==> src/include/pc_stack_pkg.sv <==
package pc_stack_pkg;

    // program counter and stack geometry
    localparam int PC_W        = 21;     // program counter width
    localparam int BYTE_W      = 8;      // byte view width
    localparam int UPPER_W     = 5;      // bits 20..16
    localparam int SP_W        = 5;      // stack pointer width
    localparam int STACK_DEPTH = 31;     // entries 1..31, zero is empty
    localparam int STATUS_W    = 5;      // status register width
    localparam int BANK_W      = 4;      // bank select width

    // field positions inside the program counter
    localparam int PC_HIGH_LSB  = 8;
    localparam int PC_UPPER_LSB = 16;

    // reset and step values
    localparam logic [PC_W-1:0] PC_RESET    = 21'h000000;
    localparam logic [PC_W-1:0] PC_STEP     = 21'h000002;
    localparam logic [SP_W-1:0] SP_EMPTY    = 5'h00;
    localparam logic [SP_W-1:0] SP_FULL     = 5'h1F;
    localparam logic [SP_W-1:0] SP_ONE      = 5'h01;
    localparam logic [PC_W-1:0] VEC_HIGH    = 21'h000008;
    localparam logic [PC_W-1:0] VEC_LOW     = 21'h000018;

    // sequencing operation requested by the decoder for this cycle
    typedef enum logic [3:0] {
        OP_NONE,        // hold
        OP_NEXT,        // sequential fetch
        OP_JUMP,        // goto or branch, direct load
        OP_CALL,        // call or relative call, push
        OP_RETURN,      // return or return-with-literal, pop
        OP_IRET,        // return from interrupt
        OP_IRQ,         // interrupt acknowledge or wake-up vectoring
        OP_EXT_LINK     // extended add/sub link return
    } seq_op_t;

    // processor context saved by the shadow stack
    typedef struct packed {
        logic [STATUS_W-1:0] status;
        logic [BYTE_W-1:0]   working_register;
        logic [BANK_W-1:0]   bank_select_register;
    } context_t;

    // decoder command for one cycle
    typedef struct packed {
        seq_op_t          op;
        logic             fast;          // fast option on call/return/return_from_interrupt
        logic             irq_high;      // vector to high priority address
        logic             ext_enable;    // extended instruction set enabled
        logic [PC_W-1:0]  target;        // direct load address
    } seq_cmd_t;

endpackage

==> src/return_stack_ram.sv <==
// storage of the return address stack, entry zero never written
module return_stack_ram (
    input  wire logic                            mclk,
    input  wire logic                            wr_en,
    input  wire logic [pc_stack_pkg::SP_W-1:0]   wr_addr,
    input  wire logic [pc_stack_pkg::PC_W-1:0]   wr_data,
    input  wire logic [pc_stack_pkg::SP_W-1:0]   rd_addr,
    output logic      [pc_stack_pkg::PC_W-1:0]   rd_data
);

    // index zero exists only to keep the read mux a plain lookup
    logic [pc_stack_pkg::PC_W-1:0] mem [0:pc_stack_pkg::STACK_DEPTH];

    // write port, zero address refused
    always_ff @(posedge mclk) begin
        if (wr_en && (wr_addr != pc_stack_pkg::SP_EMPTY)) begin
            mem[wr_addr] <= wr_data;
        end
    end

    // asynchronous read so the top entry is visible at once
    always_comb begin
        if (rd_addr == pc_stack_pkg::SP_EMPTY) begin
            rd_data = '0;
        end else begin
            rd_data = mem[rd_addr];
        end
    end

endmodule

==> src/program_counter_return_stack.sv <==
// Function
// 21-bit fetch address with three byte views
// low byte read/write, high byte hidden
// upper byte hidden, loaded through latch
// low byte write loads latches into counter
// low byte read copies counter into latches
// bit zero forced zero, step by two
// calls, gotos, branches load counter directly
// 31 by 21 stack, 5-bit pointer
// push on call/irq, pop on returns
// push: increment pointer, then write entry
// pop: read entry, then decrement pointer
// reset clears pointer; zero means empty
// top-of-stack bytes and pointer accessible
// error with reset enable requests reset
// error without enable only sets flag
// error flags sticky until software or power-on
// shadow saves context on interrupt vectoring
// fast interrupt return restores context
// nested interrupt overwrites single shadow level
// fast call saves, fast return restores
// wake-up interrupt pushes then loads vector
// software masks interrupts during stack access
// full push and empty pop flagged
module program_counter_return_stack (
    input  wire logic                                mclk,
    input  wire logic                                rst,          // any device reset
    input  wire logic                                por,          // power-on reset, clears flags
    input  wire pc_stack_pkg::seq_cmd_t              cmd,          // decoder request
    input  wire pc_stack_pkg::context_t              context_in,   // live status/working/bank
    input  wire logic                                stack_error_reset_enable,
    // software access to the low byte and latches
    input  wire logic                                low_wr,
    input  wire logic                                low_rd,
    input  wire logic [pc_stack_pkg::BYTE_W-1:0]     low_wdata,
    input  wire logic                                lath_wr,
    input  wire logic                                latu_wr,
    input  wire logic [pc_stack_pkg::BYTE_W-1:0]     lat_wdata,
    // software access to the stack
    input  wire logic                                sp_wr,
    input  wire logic [pc_stack_pkg::SP_W-1:0]       sp_wdata,
    input  wire logic                                top_low_wr,
    input  wire logic                                top_high_wr,
    input  wire logic                                top_upper_wr,
    input  wire logic [pc_stack_pkg::BYTE_W-1:0]     top_wdata,
    input  wire logic                                full_clr,     // software clear
    input  wire logic                                unf_clr,      // software clear
    // outputs
    output logic      [pc_stack_pkg::PC_W-1:0]       fetch_addr,
    output logic      [pc_stack_pkg::BYTE_W-1:0]     prog_counter_low_byte,
    output logic      [pc_stack_pkg::BYTE_W-1:0]     high_byte_latch,
    output logic      [pc_stack_pkg::BYTE_W-1:0]     upper_byte_latch,
    output logic      [pc_stack_pkg::SP_W-1:0]       return_stack_pointer,
    output logic      [pc_stack_pkg::BYTE_W-1:0]     stack_top_low,
    output logic      [pc_stack_pkg::BYTE_W-1:0]     stack_top_high,
    output logic      [pc_stack_pkg::BYTE_W-1:0]     stack_top_upper,
    output logic                                     stack_full_flag,
    output logic                                     stack_underflow_flag,
    output logic                                     stack_reset_req,  // one-cycle device reset request
    output logic                                     context_restore,  // one-cycle restore strobe
    output pc_stack_pkg::context_t                   context_out
);

    // program counter state
    logic [pc_stack_pkg::PC_W-1:0]   pc_r;                 // full counter
    logic [pc_stack_pkg::PC_W-1:0]   pc_nxt;               // next counter
    logic [pc_stack_pkg::BYTE_W-1:0] lath_r;               // high byte latch
    logic [pc_stack_pkg::BYTE_W-1:0] latu_r;               // upper byte latch
    logic [pc_stack_pkg::SP_W-1:0]   sp_r;                 // stack pointer
    logic [pc_stack_pkg::SP_W-1:0]   sp_nxt;               // next stack pointer
    logic                            full_r;               // sticky full flag
    logic                            unf_r;                // sticky underflow flag
    logic                            rst_req_r;            // reset request pulse
    pc_stack_pkg::context_t          shadow_r;             // one-level shadow stack
    logic                            restore_r;            // restore strobe

    // stack storage ports
    logic                            ram_wr;               // entry write enable
    logic [pc_stack_pkg::SP_W-1:0]   ram_waddr;            // entry written
    logic [pc_stack_pkg::PC_W-1:0]   ram_wdata;            // data written
    logic [pc_stack_pkg::PC_W-1:0]   stack_top_entry;      // entry under pointer

    // decoded operation class
    logic                            is_push;              // call or interrupt
    logic                            is_pop;               // any return
    logic                            push_full;            // push with no room
    logic                            pop_empty;            // pop with nothing stacked
    logic                            fast_save;            // shadow capture
    logic                            fast_restore;         // shadow restore

    // pop classification, reused by the pointer, stack write and error flag paths
    function automatic logic pop_op(input pc_stack_pkg::seq_cmd_t c);
        pop_op = (c.op == pc_stack_pkg::OP_RETURN) || (c.op == pc_stack_pkg::OP_IRET) ||
                 ((c.op == pc_stack_pkg::OP_EXT_LINK) && c.ext_enable);
    endfunction

    // push classification
    function automatic logic push_op(input pc_stack_pkg::seq_cmd_t c);
        push_op = (c.op == pc_stack_pkg::OP_CALL) || (c.op == pc_stack_pkg::OP_IRQ);
    endfunction

    // operation decode
    always_comb begin
        is_push      = push_op(cmd);
        is_pop       = pop_op(cmd);
        push_full    = is_push && (sp_r == pc_stack_pkg::SP_FULL);
        pop_empty    = is_pop && (sp_r == pc_stack_pkg::SP_EMPTY);
        fast_save    = (cmd.op == pc_stack_pkg::OP_IRQ) ||
                       ((cmd.op == pc_stack_pkg::OP_CALL) && cmd.fast);
        fast_restore = ((cmd.op == pc_stack_pkg::OP_IRET) || (cmd.op == pc_stack_pkg::OP_RETURN)) &&
                       cmd.fast;
    end

    // next program counter; decoder ops take priority over a software low byte write
    always_comb begin
        pc_nxt = pc_r;
        unique case (cmd.op)
            pc_stack_pkg::OP_NONE:     pc_nxt = pc_r;
            pc_stack_pkg::OP_NEXT:     pc_nxt = pc_r + pc_stack_pkg::PC_STEP;
            pc_stack_pkg::OP_JUMP:     pc_nxt = cmd.target;
            pc_stack_pkg::OP_CALL:     pc_nxt = cmd.target;
            pc_stack_pkg::OP_IRQ:      pc_nxt = cmd.irq_high ? pc_stack_pkg::VEC_HIGH
                                                             : pc_stack_pkg::VEC_LOW;
            pc_stack_pkg::OP_RETURN,
            pc_stack_pkg::OP_IRET:     pc_nxt = stack_top_entry;
            pc_stack_pkg::OP_EXT_LINK: pc_nxt = cmd.ext_enable ? stack_top_entry : pc_r + pc_stack_pkg::PC_STEP;
            default:                   pc_nxt = pc_r;
        endcase
        if (cmd.op == pc_stack_pkg::OP_NONE && low_wr) begin
            // latches land in the hidden bytes together with the new low byte
            pc_nxt = {latu_r[pc_stack_pkg::UPPER_W-1:0], lath_r, low_wdata};
        end
        pc_nxt[0] = 1'b0;
    end

    // program counter register
    always_ff @(posedge mclk or posedge rst) begin
        if (rst) begin
            pc_r <= pc_stack_pkg::PC_RESET;
        end else begin
            pc_r <= pc_nxt;
        end
    end

    // latch registers; only software writes and low byte reads touch them, never calls or returns
    always_ff @(posedge mclk or posedge rst) begin
        if (rst) begin
            lath_r <= '0;
            latu_r <= '0;
        end else if (low_rd) begin
            lath_r <= pc_r[pc_stack_pkg::PC_UPPER_LSB-1:pc_stack_pkg::PC_HIGH_LSB];
            latu_r <= {3'h0, pc_r[pc_stack_pkg::PC_W-1:pc_stack_pkg::PC_UPPER_LSB]};
        end else begin
            if (lath_wr) begin
                lath_r <= lat_wdata;
            end
            if (latu_wr) begin
                latu_r <= {3'h0, lat_wdata[pc_stack_pkg::UPPER_W-1:0]};
            end
        end
    end

    // pointer: push increments before the write, pop decrements after the read;
    // a full push or empty pop leaves the pointer where it is
    always_comb begin
        sp_nxt = sp_r;
        if (is_push && !push_full) begin
            sp_nxt = sp_r + pc_stack_pkg::SP_ONE;
        end else if (is_pop && !pop_empty) begin
            sp_nxt = sp_r - pc_stack_pkg::SP_ONE;
        end else if (sp_wr) begin
            sp_nxt = sp_wdata;
        end
    end

    always_ff @(posedge mclk or posedge rst) begin
        if (rst) begin
            sp_r <= pc_stack_pkg::SP_EMPTY;
        end else begin
            sp_r <= sp_nxt;
        end
    end

    // stack write: a call push stores pc_r plus one step, an interrupt push stores pc_r itself, at the incremented slot;
    // software byte writes patch the current top entry
    always_comb begin
        ram_wr    = 1'b0;
        ram_waddr = sp_r;
        ram_wdata = stack_top_entry;
        if (is_push && !push_full) begin
            ram_wr    = 1'b1;
            ram_waddr = sp_nxt;
            ram_wdata = (cmd.op == pc_stack_pkg::OP_IRQ) ? pc_r : pc_r + pc_stack_pkg::PC_STEP;
        end else if (!is_pop && (top_low_wr || top_high_wr || top_upper_wr)) begin
            ram_wr = 1'b1;
            if (top_low_wr) begin
                ram_wdata[pc_stack_pkg::PC_HIGH_LSB-1:0] = top_wdata;
            end
            if (top_high_wr) begin
                ram_wdata[pc_stack_pkg::PC_UPPER_LSB-1:pc_stack_pkg::PC_HIGH_LSB] = top_wdata;
            end
            if (top_upper_wr) begin
                ram_wdata[pc_stack_pkg::PC_W-1:pc_stack_pkg::PC_UPPER_LSB] =
                    top_wdata[pc_stack_pkg::UPPER_W-1:0];
            end
        end
    end

    // storage array separate from program and data space
    return_stack_ram u_ram (
        .mclk    (mclk),
        .wr_en   (ram_wr),
        .wr_addr (ram_waddr),
        .wr_data (ram_wdata),
        .rd_addr (sp_r),
        .rd_data (stack_top_entry)
    );

    // sticky error flags: power-on or a software clear clears them, a set wins over a software clear
    always_ff @(posedge mclk or posedge por) begin
        if (por) begin
            full_r <= 1'b0;
            unf_r  <= 1'b0;
        end else begin
            if (push_full) begin
                full_r <= 1'b1;
            end else if (full_clr) begin
                full_r <= 1'b0;
            end
            if (pop_empty) begin
                unf_r <= 1'b1;
            end else if (unf_clr) begin
                unf_r <= 1'b0;
            end
        end
    end

    // reset request: set on the same edge as the error flag, held for one cycle
    always_ff @(posedge mclk or posedge rst) begin
        if (rst) begin
            rst_req_r <= 1'b0;
        end else begin
            rst_req_r <= stack_error_reset_enable && (push_full || pop_empty);
        end
    end

    // shadow stack: one level only, so a nested interrupt overwrites the earlier save
    always_ff @(posedge mclk or posedge rst) begin
        if (rst) begin
            shadow_r  <= '0;
            restore_r <= 1'b0;
        end else begin
            if (fast_save) begin
                shadow_r <= context_in;
            end
            restore_r <= fast_restore;
        end
    end

    // registered outputs; views follow the state one cycle behind
    always_ff @(posedge mclk or posedge rst) begin
        if (rst) begin
            fetch_addr            <= pc_stack_pkg::PC_RESET;
            prog_counter_low_byte <= '0;
            high_byte_latch       <= '0;
            upper_byte_latch      <= '0;
            return_stack_pointer  <= pc_stack_pkg::SP_EMPTY;
            stack_top_low         <= '0;
            stack_top_high        <= '0;
            stack_top_upper       <= '0;
        end else begin
            fetch_addr            <= pc_r;
            prog_counter_low_byte <= pc_r[pc_stack_pkg::PC_HIGH_LSB-1:0];
            high_byte_latch       <= lath_r;
            upper_byte_latch      <= latu_r;
            return_stack_pointer  <= sp_r;
            stack_top_low         <= stack_top_entry[pc_stack_pkg::PC_HIGH_LSB-1:0];
            stack_top_high        <= stack_top_entry[pc_stack_pkg::PC_UPPER_LSB-1:pc_stack_pkg::PC_HIGH_LSB];
            stack_top_upper       <= {3'h0, stack_top_entry[pc_stack_pkg::PC_W-1:pc_stack_pkg::PC_UPPER_LSB]};
        end
    end

    assign stack_full_flag      = full_r;
    assign stack_underflow_flag = unf_r;
    assign stack_reset_req      = rst_req_r;
    assign context_restore      = restore_r;
    assign context_out          = shadow_r;

endmodule

==> config.mk <==
export PLATFORM = sky130hd
export DESIGN_NAME = program_counter_return_stack
export DESIGN_NICKNAME = d
export VERILOG_FILES = /design/src/include/pc_stack_pkg.sv /design/src/return_stack_ram.sv /design/src/program_counter_return_stack.sv
export SDC_FILE = /design/constraint.sdc
export NUM_CORES = 1
export LEC_CHECK = 0
export BUFFER_PORTS_ARGS = -buffer_cell sky130_fd_sc_hd__buf_2
export CAP_MARGIN = 40
export CORE_MARGIN = 2
export CORE_UTILIZATION = 55
export DETAILED_ROUTE_END_ITERATION = 6
export PLACE_DENSITY = 0.77
export SLEW_MARGIN = 30
export SYNTH_ARGS = -nofsm -noshare
export SYNTH_HDL_FRONTEND = slang
export SYNTH_HIERARCHICAL = 1
export SYNTH_SLANG_ARGS = --single-unit
==> constraint.sdc <==
create_clock -name mclk -period 3.7 [get_ports mclk]
set_input_delay 0.555 -clock mclk [delete_from_list [all_inputs] [get_ports mclk]]
set_output_delay 0.555 -clock mclk [all_outputs]
set_load 0.01 [all_outputs]
## Yosys cells after proc, flatten, opt, wreduce, memory -nomap -nowiden

Memories as Yosys holds them, arrays and structs flattened.
Index checks and enable logic that the tools add are counted.

- Add/subtract/negate cells: 3
- Multipliers: 0
- Div/mod/pow operators: 0
- $lt $le $gt $ge: 0
- Equality and inequality tests: 8
- Shift-type cells: 0
- Multiplexer cells: 27
- Bitwise operators: 0
- Reduce and logical (&&, ||, !) cells: 31

Operators with widths:

| cell | count |
|---|---|
| $mux 21 | 6 |
| $pmux 21 s5 | 1 |
| $mux 8 | 6 |
| $mux 5 | 6 |
| $add 21x2->21 const B | 1 |
| $eq 4x3->1 const B | 4 |
| $logic_and 1x1->1 | 11 |
| $eq 4x2->1 const B | 2 |
| $mux 1 | 8 |
| $reduce_bool 2->1 | 4 |
| $logic_or 1x1->1 | 7 |
| $reduce_bool 6->1 | 1 |
| $add 5x1->5 const B | 1 |
| $eq 5x5->1 const B | 1 |
| $logic_not 5->1 | 1 |
| $reduce_bool 5->1 | 1 |
| $sub 5x1->5 const B | 1 |
| $eq 4x1->1 const B | 1 |
| $logic_not 4->1 | 1 |
| $reduce_or 2->1 | 2 |
| $logic_not 1->1 | 3 |

- Register bits: 131
- Latch bits: 0
- RAM bits: 672
- Memory bits (read-only): 0
- Bits of input ports: 88
- Output and inout bits: 95
- Logic and storage cells: 89
- Memories: 1

Memory list:

| name | words | bits a word | rd ports | clocked after Yosys merged registers in | wr ports | RTL line | text |
|---|---|---|---|---|---|---|---|
| u_ram.mem | 32 | 21 | 1 | 0 | 1 | return_stack_ram.sv:12 | `logic [pc_stack_pkg::PC_W-1:0] mem [0:pc_stack_pkg::STACK_DEPTH];` |

## Logic depth before layout (Yosys ltp)

- Depth in word-level cells: 13
- Depth in mapped cells: 12
- Depth with buffers taken out: 9

## By module

Netlist, hierarchy kept.

Modules (own cells, without submodules):

| module | times used | cells an instance | area an instance (µm²) | sequential area each (µm²) |
|---|---|---|---|---|
| return_stack_ram | 1 | 1161 | 25793.5 | 20179.4 |
| program_counter_return_stack | 1 | 510 | 5675.4 | 2952.8 |

## Least setup slack after synthesis

No wires, ideal clock.

- Path kind: reg2reg
- Start point: register sp_r[2] (netlist name)
- End point: memory u_ram/mem[0][1] (netlist name), data pin
- Setup time: 0.454 ns
- Data arrival time: 3.311 ns
- Required time: 3.246 ns
- Setup slack: -0.065 ns
- Cell stages (with the launch flop): 10
- Buffers on the path: 3
- Clock period less this slack: 3.765 ns
- Cells stage by stage: dfrtp_1 buf_2 or3b_2 buf_2 clkbuf_1 o221ai_1 a211oi_1 nor3_1 mux2i_1 o21ai_0

- Cells in the longest elaborated chain, start to end: 5
- Elaborated cells on any way between the ends: 10
- Those cells by class: 1 x eq/ne; 4 x mux; 4 x reduce/logical; 1 x memory

Ends and longest elaborated chain:

| item | RTL line | text |
|---|---|---|
| start, declared | program_counter_return_stack.sv:69 | `logic [pc_stack_pkg::SP_W-1:0] sp_r;` |
| start signal, assigned | program_counter_return_stack.sv:178 | `sp_r <= pc_stack_pkg::SP_EMPTY;` |
| start signal, assigned | program_counter_return_stack.sv:180 | `sp_r <= sp_nxt;` |
| $mem_v2 32x21 / $logic_not 5->1 (equally long branches) | n/a |  |
| $mux 21 (*) | return_stack_ram.sv:23 | `if (rd_addr == pc_stack_pkg::SP_EMPTY) begin` |
| via stack_top_entry, one bit | program_counter_return_stack.sv:81 | `logic [pc_stack_pkg::PC_W-1:0] stack_top_entry;` |
| $mux 8 | program_counter_return_stack.sv:196 | `if (top_low_wr) begin` |
| $mux 21 (*) | program_counter_return_stack.sv:194 | `end else if (!is_pop && (top_low_wr \|\| top_high_wr \|\| top_upper_wr)) begin` |
| $mux 21 (*) | program_counter_return_stack.sv:190 | `if (is_push && !push_full) begin` |
| via ram_wdata, one bit | program_counter_return_stack.sv:80 | `logic [pc_stack_pkg::PC_W-1:0] ram_wdata;` |
| end, declared | return_stack_ram.sv:12 |  |

Mark *: on every way through the listed nets, which the timed path passes. The rest lies on a longest branch.

## Worst setup path in the final report

- Start point: register sp_r[2] (netlist name)
- End point: memory u_ram/mem[9][18] (netlist name), data pin

- Cells in the longest elaborated chain, start to end: 5
- Elaborated cells on any way between the ends: 10
- Those cells by class: 1 x eq/ne; 4 x mux; 4 x reduce/logical; 1 x memory

Ends and longest elaborated chain:

| item | RTL line | text |
|---|---|---|
| $mem_v2 32x21 / $logic_not 5->1 (equally long branches) | n/a |  |
| $mux 21 (*) | return_stack_ram.sv:23 |  |
| via stack_top_entry, one bit | program_counter_return_stack.sv:81 |  |
| $mux 5 | program_counter_return_stack.sv:202 | `if (top_upper_wr) begin` |
| $mux 21 (*) | program_counter_return_stack.sv:194 |  |
| $mux 21 (*) | program_counter_return_stack.sv:190 |  |
| via ram_wdata, one bit | program_counter_return_stack.sv:80 |  |

Marked as above.

==> results_dict.tcl <==
set metrics [dict create \
    required_ps 4000 \
    detail-route-antenna-nets 0 \
    p_int_uw 18600 \
    coreArea_mm2 0.0565 \
    grt_usage 0.250 \
    placed_cells 2631 \
    startpoint_type "flop" \
    die_w_um 243 \
    worst_ir_drop_vdd_mv 0.409 \
    vias 17309 \
    fin_area_mm2 0.0365 \
    cp-end-kind "flop" \
    worstSetupPathType "flop to flop" \
    yosysUniqueCellTypes 72 \
    clk_latency_ps 610 \
    drt_iter0_markers 1814 \
    place_ws_ps 81.0 \
    worst_slack_ps 96.9 \
    hp-class "input pin to async pin" \
    synth_edf_count 672 \
    rrSetupSlack_ps 100 \
    combPwrFrac 0.262 \
    rsz0062_at_grt "no" \
    drt_first_pass_iters 6 \
    clk_pin_slew_worst_paths_ps 60 \
    p_clk_frac 0.276 \
    antenna_found_initial 1 \
    met2_length_um 36500 \
    start_util 0.557 \
    via_per_inst 6.25 \
    period_minus_slack_ps 3600 \
    power.total_uw 26900 \
    cts_tree "built" \
    hpwl_um 46100 \
    p_per_area_mw_per_mm2 737 \
    status "finished clean" \
    ioPinCount 183 \
    cts.path.max_buffers 3 \
    port_buffers 172 \
    syn_area_mm2 0.0315 \
    layout_common_cells "edfxtp_1, buf_2, mux4_2" \
    finalMaxSlewViolations 0 \
    p_leak_uw 0.0129 \
    rows 87 \
    fin_cells 2769 \
    place_area_mm2 0.0340 \
    cts_buffers 74 \
    dieArea_mm2 0.0591 \
    switchingPower_uw 8290 \
    synth_flop_cell "edfxtp_1" \
    synth_seq_cells 790 \
    grt_pass1_wl_um 110000 \
    layout-drive-gt1-share 0.317 \
    synth_area_per_cell_um2 18.8 \
    fmax_mhz 278 \
    grt_overflow_total 0 \
    routed_wl_um 72900 \
    path_max_fanout 76 \
    die_h_um 243 \
    place_congestion 0.898 \
    finalNetCount 2046 \
    first_global_vias 17668 \
    p_seq_frac 0.462 \
    wl_per_cell_um 26.3 \
    power_switching_share 0.308 \
    routed-wl-met3_um 6410 \
    grt_max_degree 77 \
    max_cap_violations 0 \
    async_flop_share 0.149 \
    yosysSeqAreaShare 0.735 \
    crit_arrival_ps 3900 \
    syn_to_final_growth_pct 15.8 \
    finalSetupViolations 0 \
    cts_max_level 3 \
    antennaDiodeCount 0 \
    final_common_cell "edfxtp_1" \
    ys_warn_count 6 \
    synthCells 1671 \
    max_slew.worst_pin.slew_ps 976 \
    drc_errors 0 \
    fin_crit_sh 0.974 \
    slew_headroom 0.342 \
    top_layer "met4" \
    fin_skew_ps 20.0 \
    clkSinkCount 790 \
    final_hold_viol_count 0 \
    wl_met1_um 27900 \
    root_buffer "clkbuf_16" \
]
## final timing paths
check | start | end | cells past startpoint
max | sp_r[2] | u_ram/mem[9][18] | 8
min in group mclk | full_clr | stack_full_flag | 2
max in group asynchronous | rst | sp_r[2] | 3
min reg2reg | latu_r[2] | upper_byte_latch[2] | 0
max reg2reg | sp_r[2] | u_ram/mem[9][18] | 8
min | rst | context_out[7] | 2
## critical path, stage by stage, from the launching register on
cell and delay, ps:
dfrtp_4 530, buf_12 350, mux4_2 420, a22o_1 250, a2111oi_0 730, nor3_1 270, mux2i_1 230, mux2i_2 90
buf_4 250
## registers in the layout, indices dropped and copies added (netlist names)
register	cells
u_ram/mem	672
pc_r	20
context_out	17
fetch_addr	14
high_byte_latch	8
lath_r	8
stack_top_high	8
stack_top_low	8
prog_counter_low_byte	6
latu_r	5
return_stack_pointer	5
sp_r	5
stack_top_upper	5
upper_byte_latch	5
context_restore	1
stack_full_flag	1
stack_reset_req	1
stack_underflow_flag	1
## through the flow
stage / utilization / hold slack (ps) / TNS [ps]
5_1_grt: 0.645 / 98.7 / 0
6_report: 0.645 / 44.7 / 0
3_5_place_dp: 0.602 / 388 / 0
4_1_cts: 0.645 / 54.0 / 0
2_1_floorplan: - / 296 / 0
3_3_place_gp: 0.602 / 379 / -272
## Yosys cell counts, types with 19 or more instances
| cell type | n | area (um2) |
|---|---|---|
| clkbuf_1 | 46 | 173 |
| dfrtp_1 | 118 | 2950 |
| o21ai_0 | 37 | 185 |
| mux4_2 | 125 | 2820 |
| a22o_1 | 41 | 359 |
| buf_2 | 24 | 120 |
| nand3_1 | 22 | 110 |
| edfxtp_1 | 672 | 20200 |
| nor3_1 | 29 | 145 |
| nor2_1 | 49 | 184 |
| o221ai_1 | 19 | 166 |
| buf_4 | 25 | 188 |
| mux2i_1 | 138 | 1380 |
| nand2_1 | 51 | 191 |
## layout make-up
cell class              instances  area (um2)
fillers                      3615       20000
repair buffers                295        2010
clock buffers                  92        2020
well taps                     756         946
flip-flops and latches        790       23100
inverters                      12        47.5
multi-input cells             781        7920
clock inverters                43         365
## kinds of logic (layout without fill, tap and decap cells)
family | count (synthesis) | after routing | synth area share
AO/OA/AOI/OAI | 232 | 232 | 0.0581
XOR/XNOR | 23 | 23 | 0.00640
other | 2 | 29 | 0.000239
multiplexers | 282 | 282 | 0.141
adder cells (fa/ha/maj) | 4 | 4 | 0.00159
AND/OR/NAND/NOR | 211 | 211 | 0.0344
buffers and inverters | 127 | 442 | 0.0232
flip-flops | 790 | 790 | 0.735
## power groups by stage
stage / Combinational, uW / Sequential, uW / Clock (uW)
6_report: 7040 / 12400 / 7410
5_1_grt: 7490 / 12500 / 7850
4_1_cts: 6960 / 12400 / 7520
3_5_place_dp: 6880 / 12600 / 0
3_3_place_gp: 6640 / 12500 / 0
2_1_floorplan: 3960 / 12600 / 0
## per-layer routing
metal | GRT usage | vias to the layer above
met3 | 0.0430 | 156
met5 | 0 | -
met4 | 0.0886 | 0
li1 | - | 7347
met1 | 0.337 | 8847
met2 | 0.415 | 959
## repair_timing
| item | CTS | global route |
|---|---|---|
| hold buffers | 1 | 0 |
| setup endpoints to repair | 14 | 231 |
| setup buffers | 0 | 1 |
| resized for setup | 1 | 6 |
| endpoints found under the hold margin | 2 | 0 |
Power figures use the tool's default switching activity.
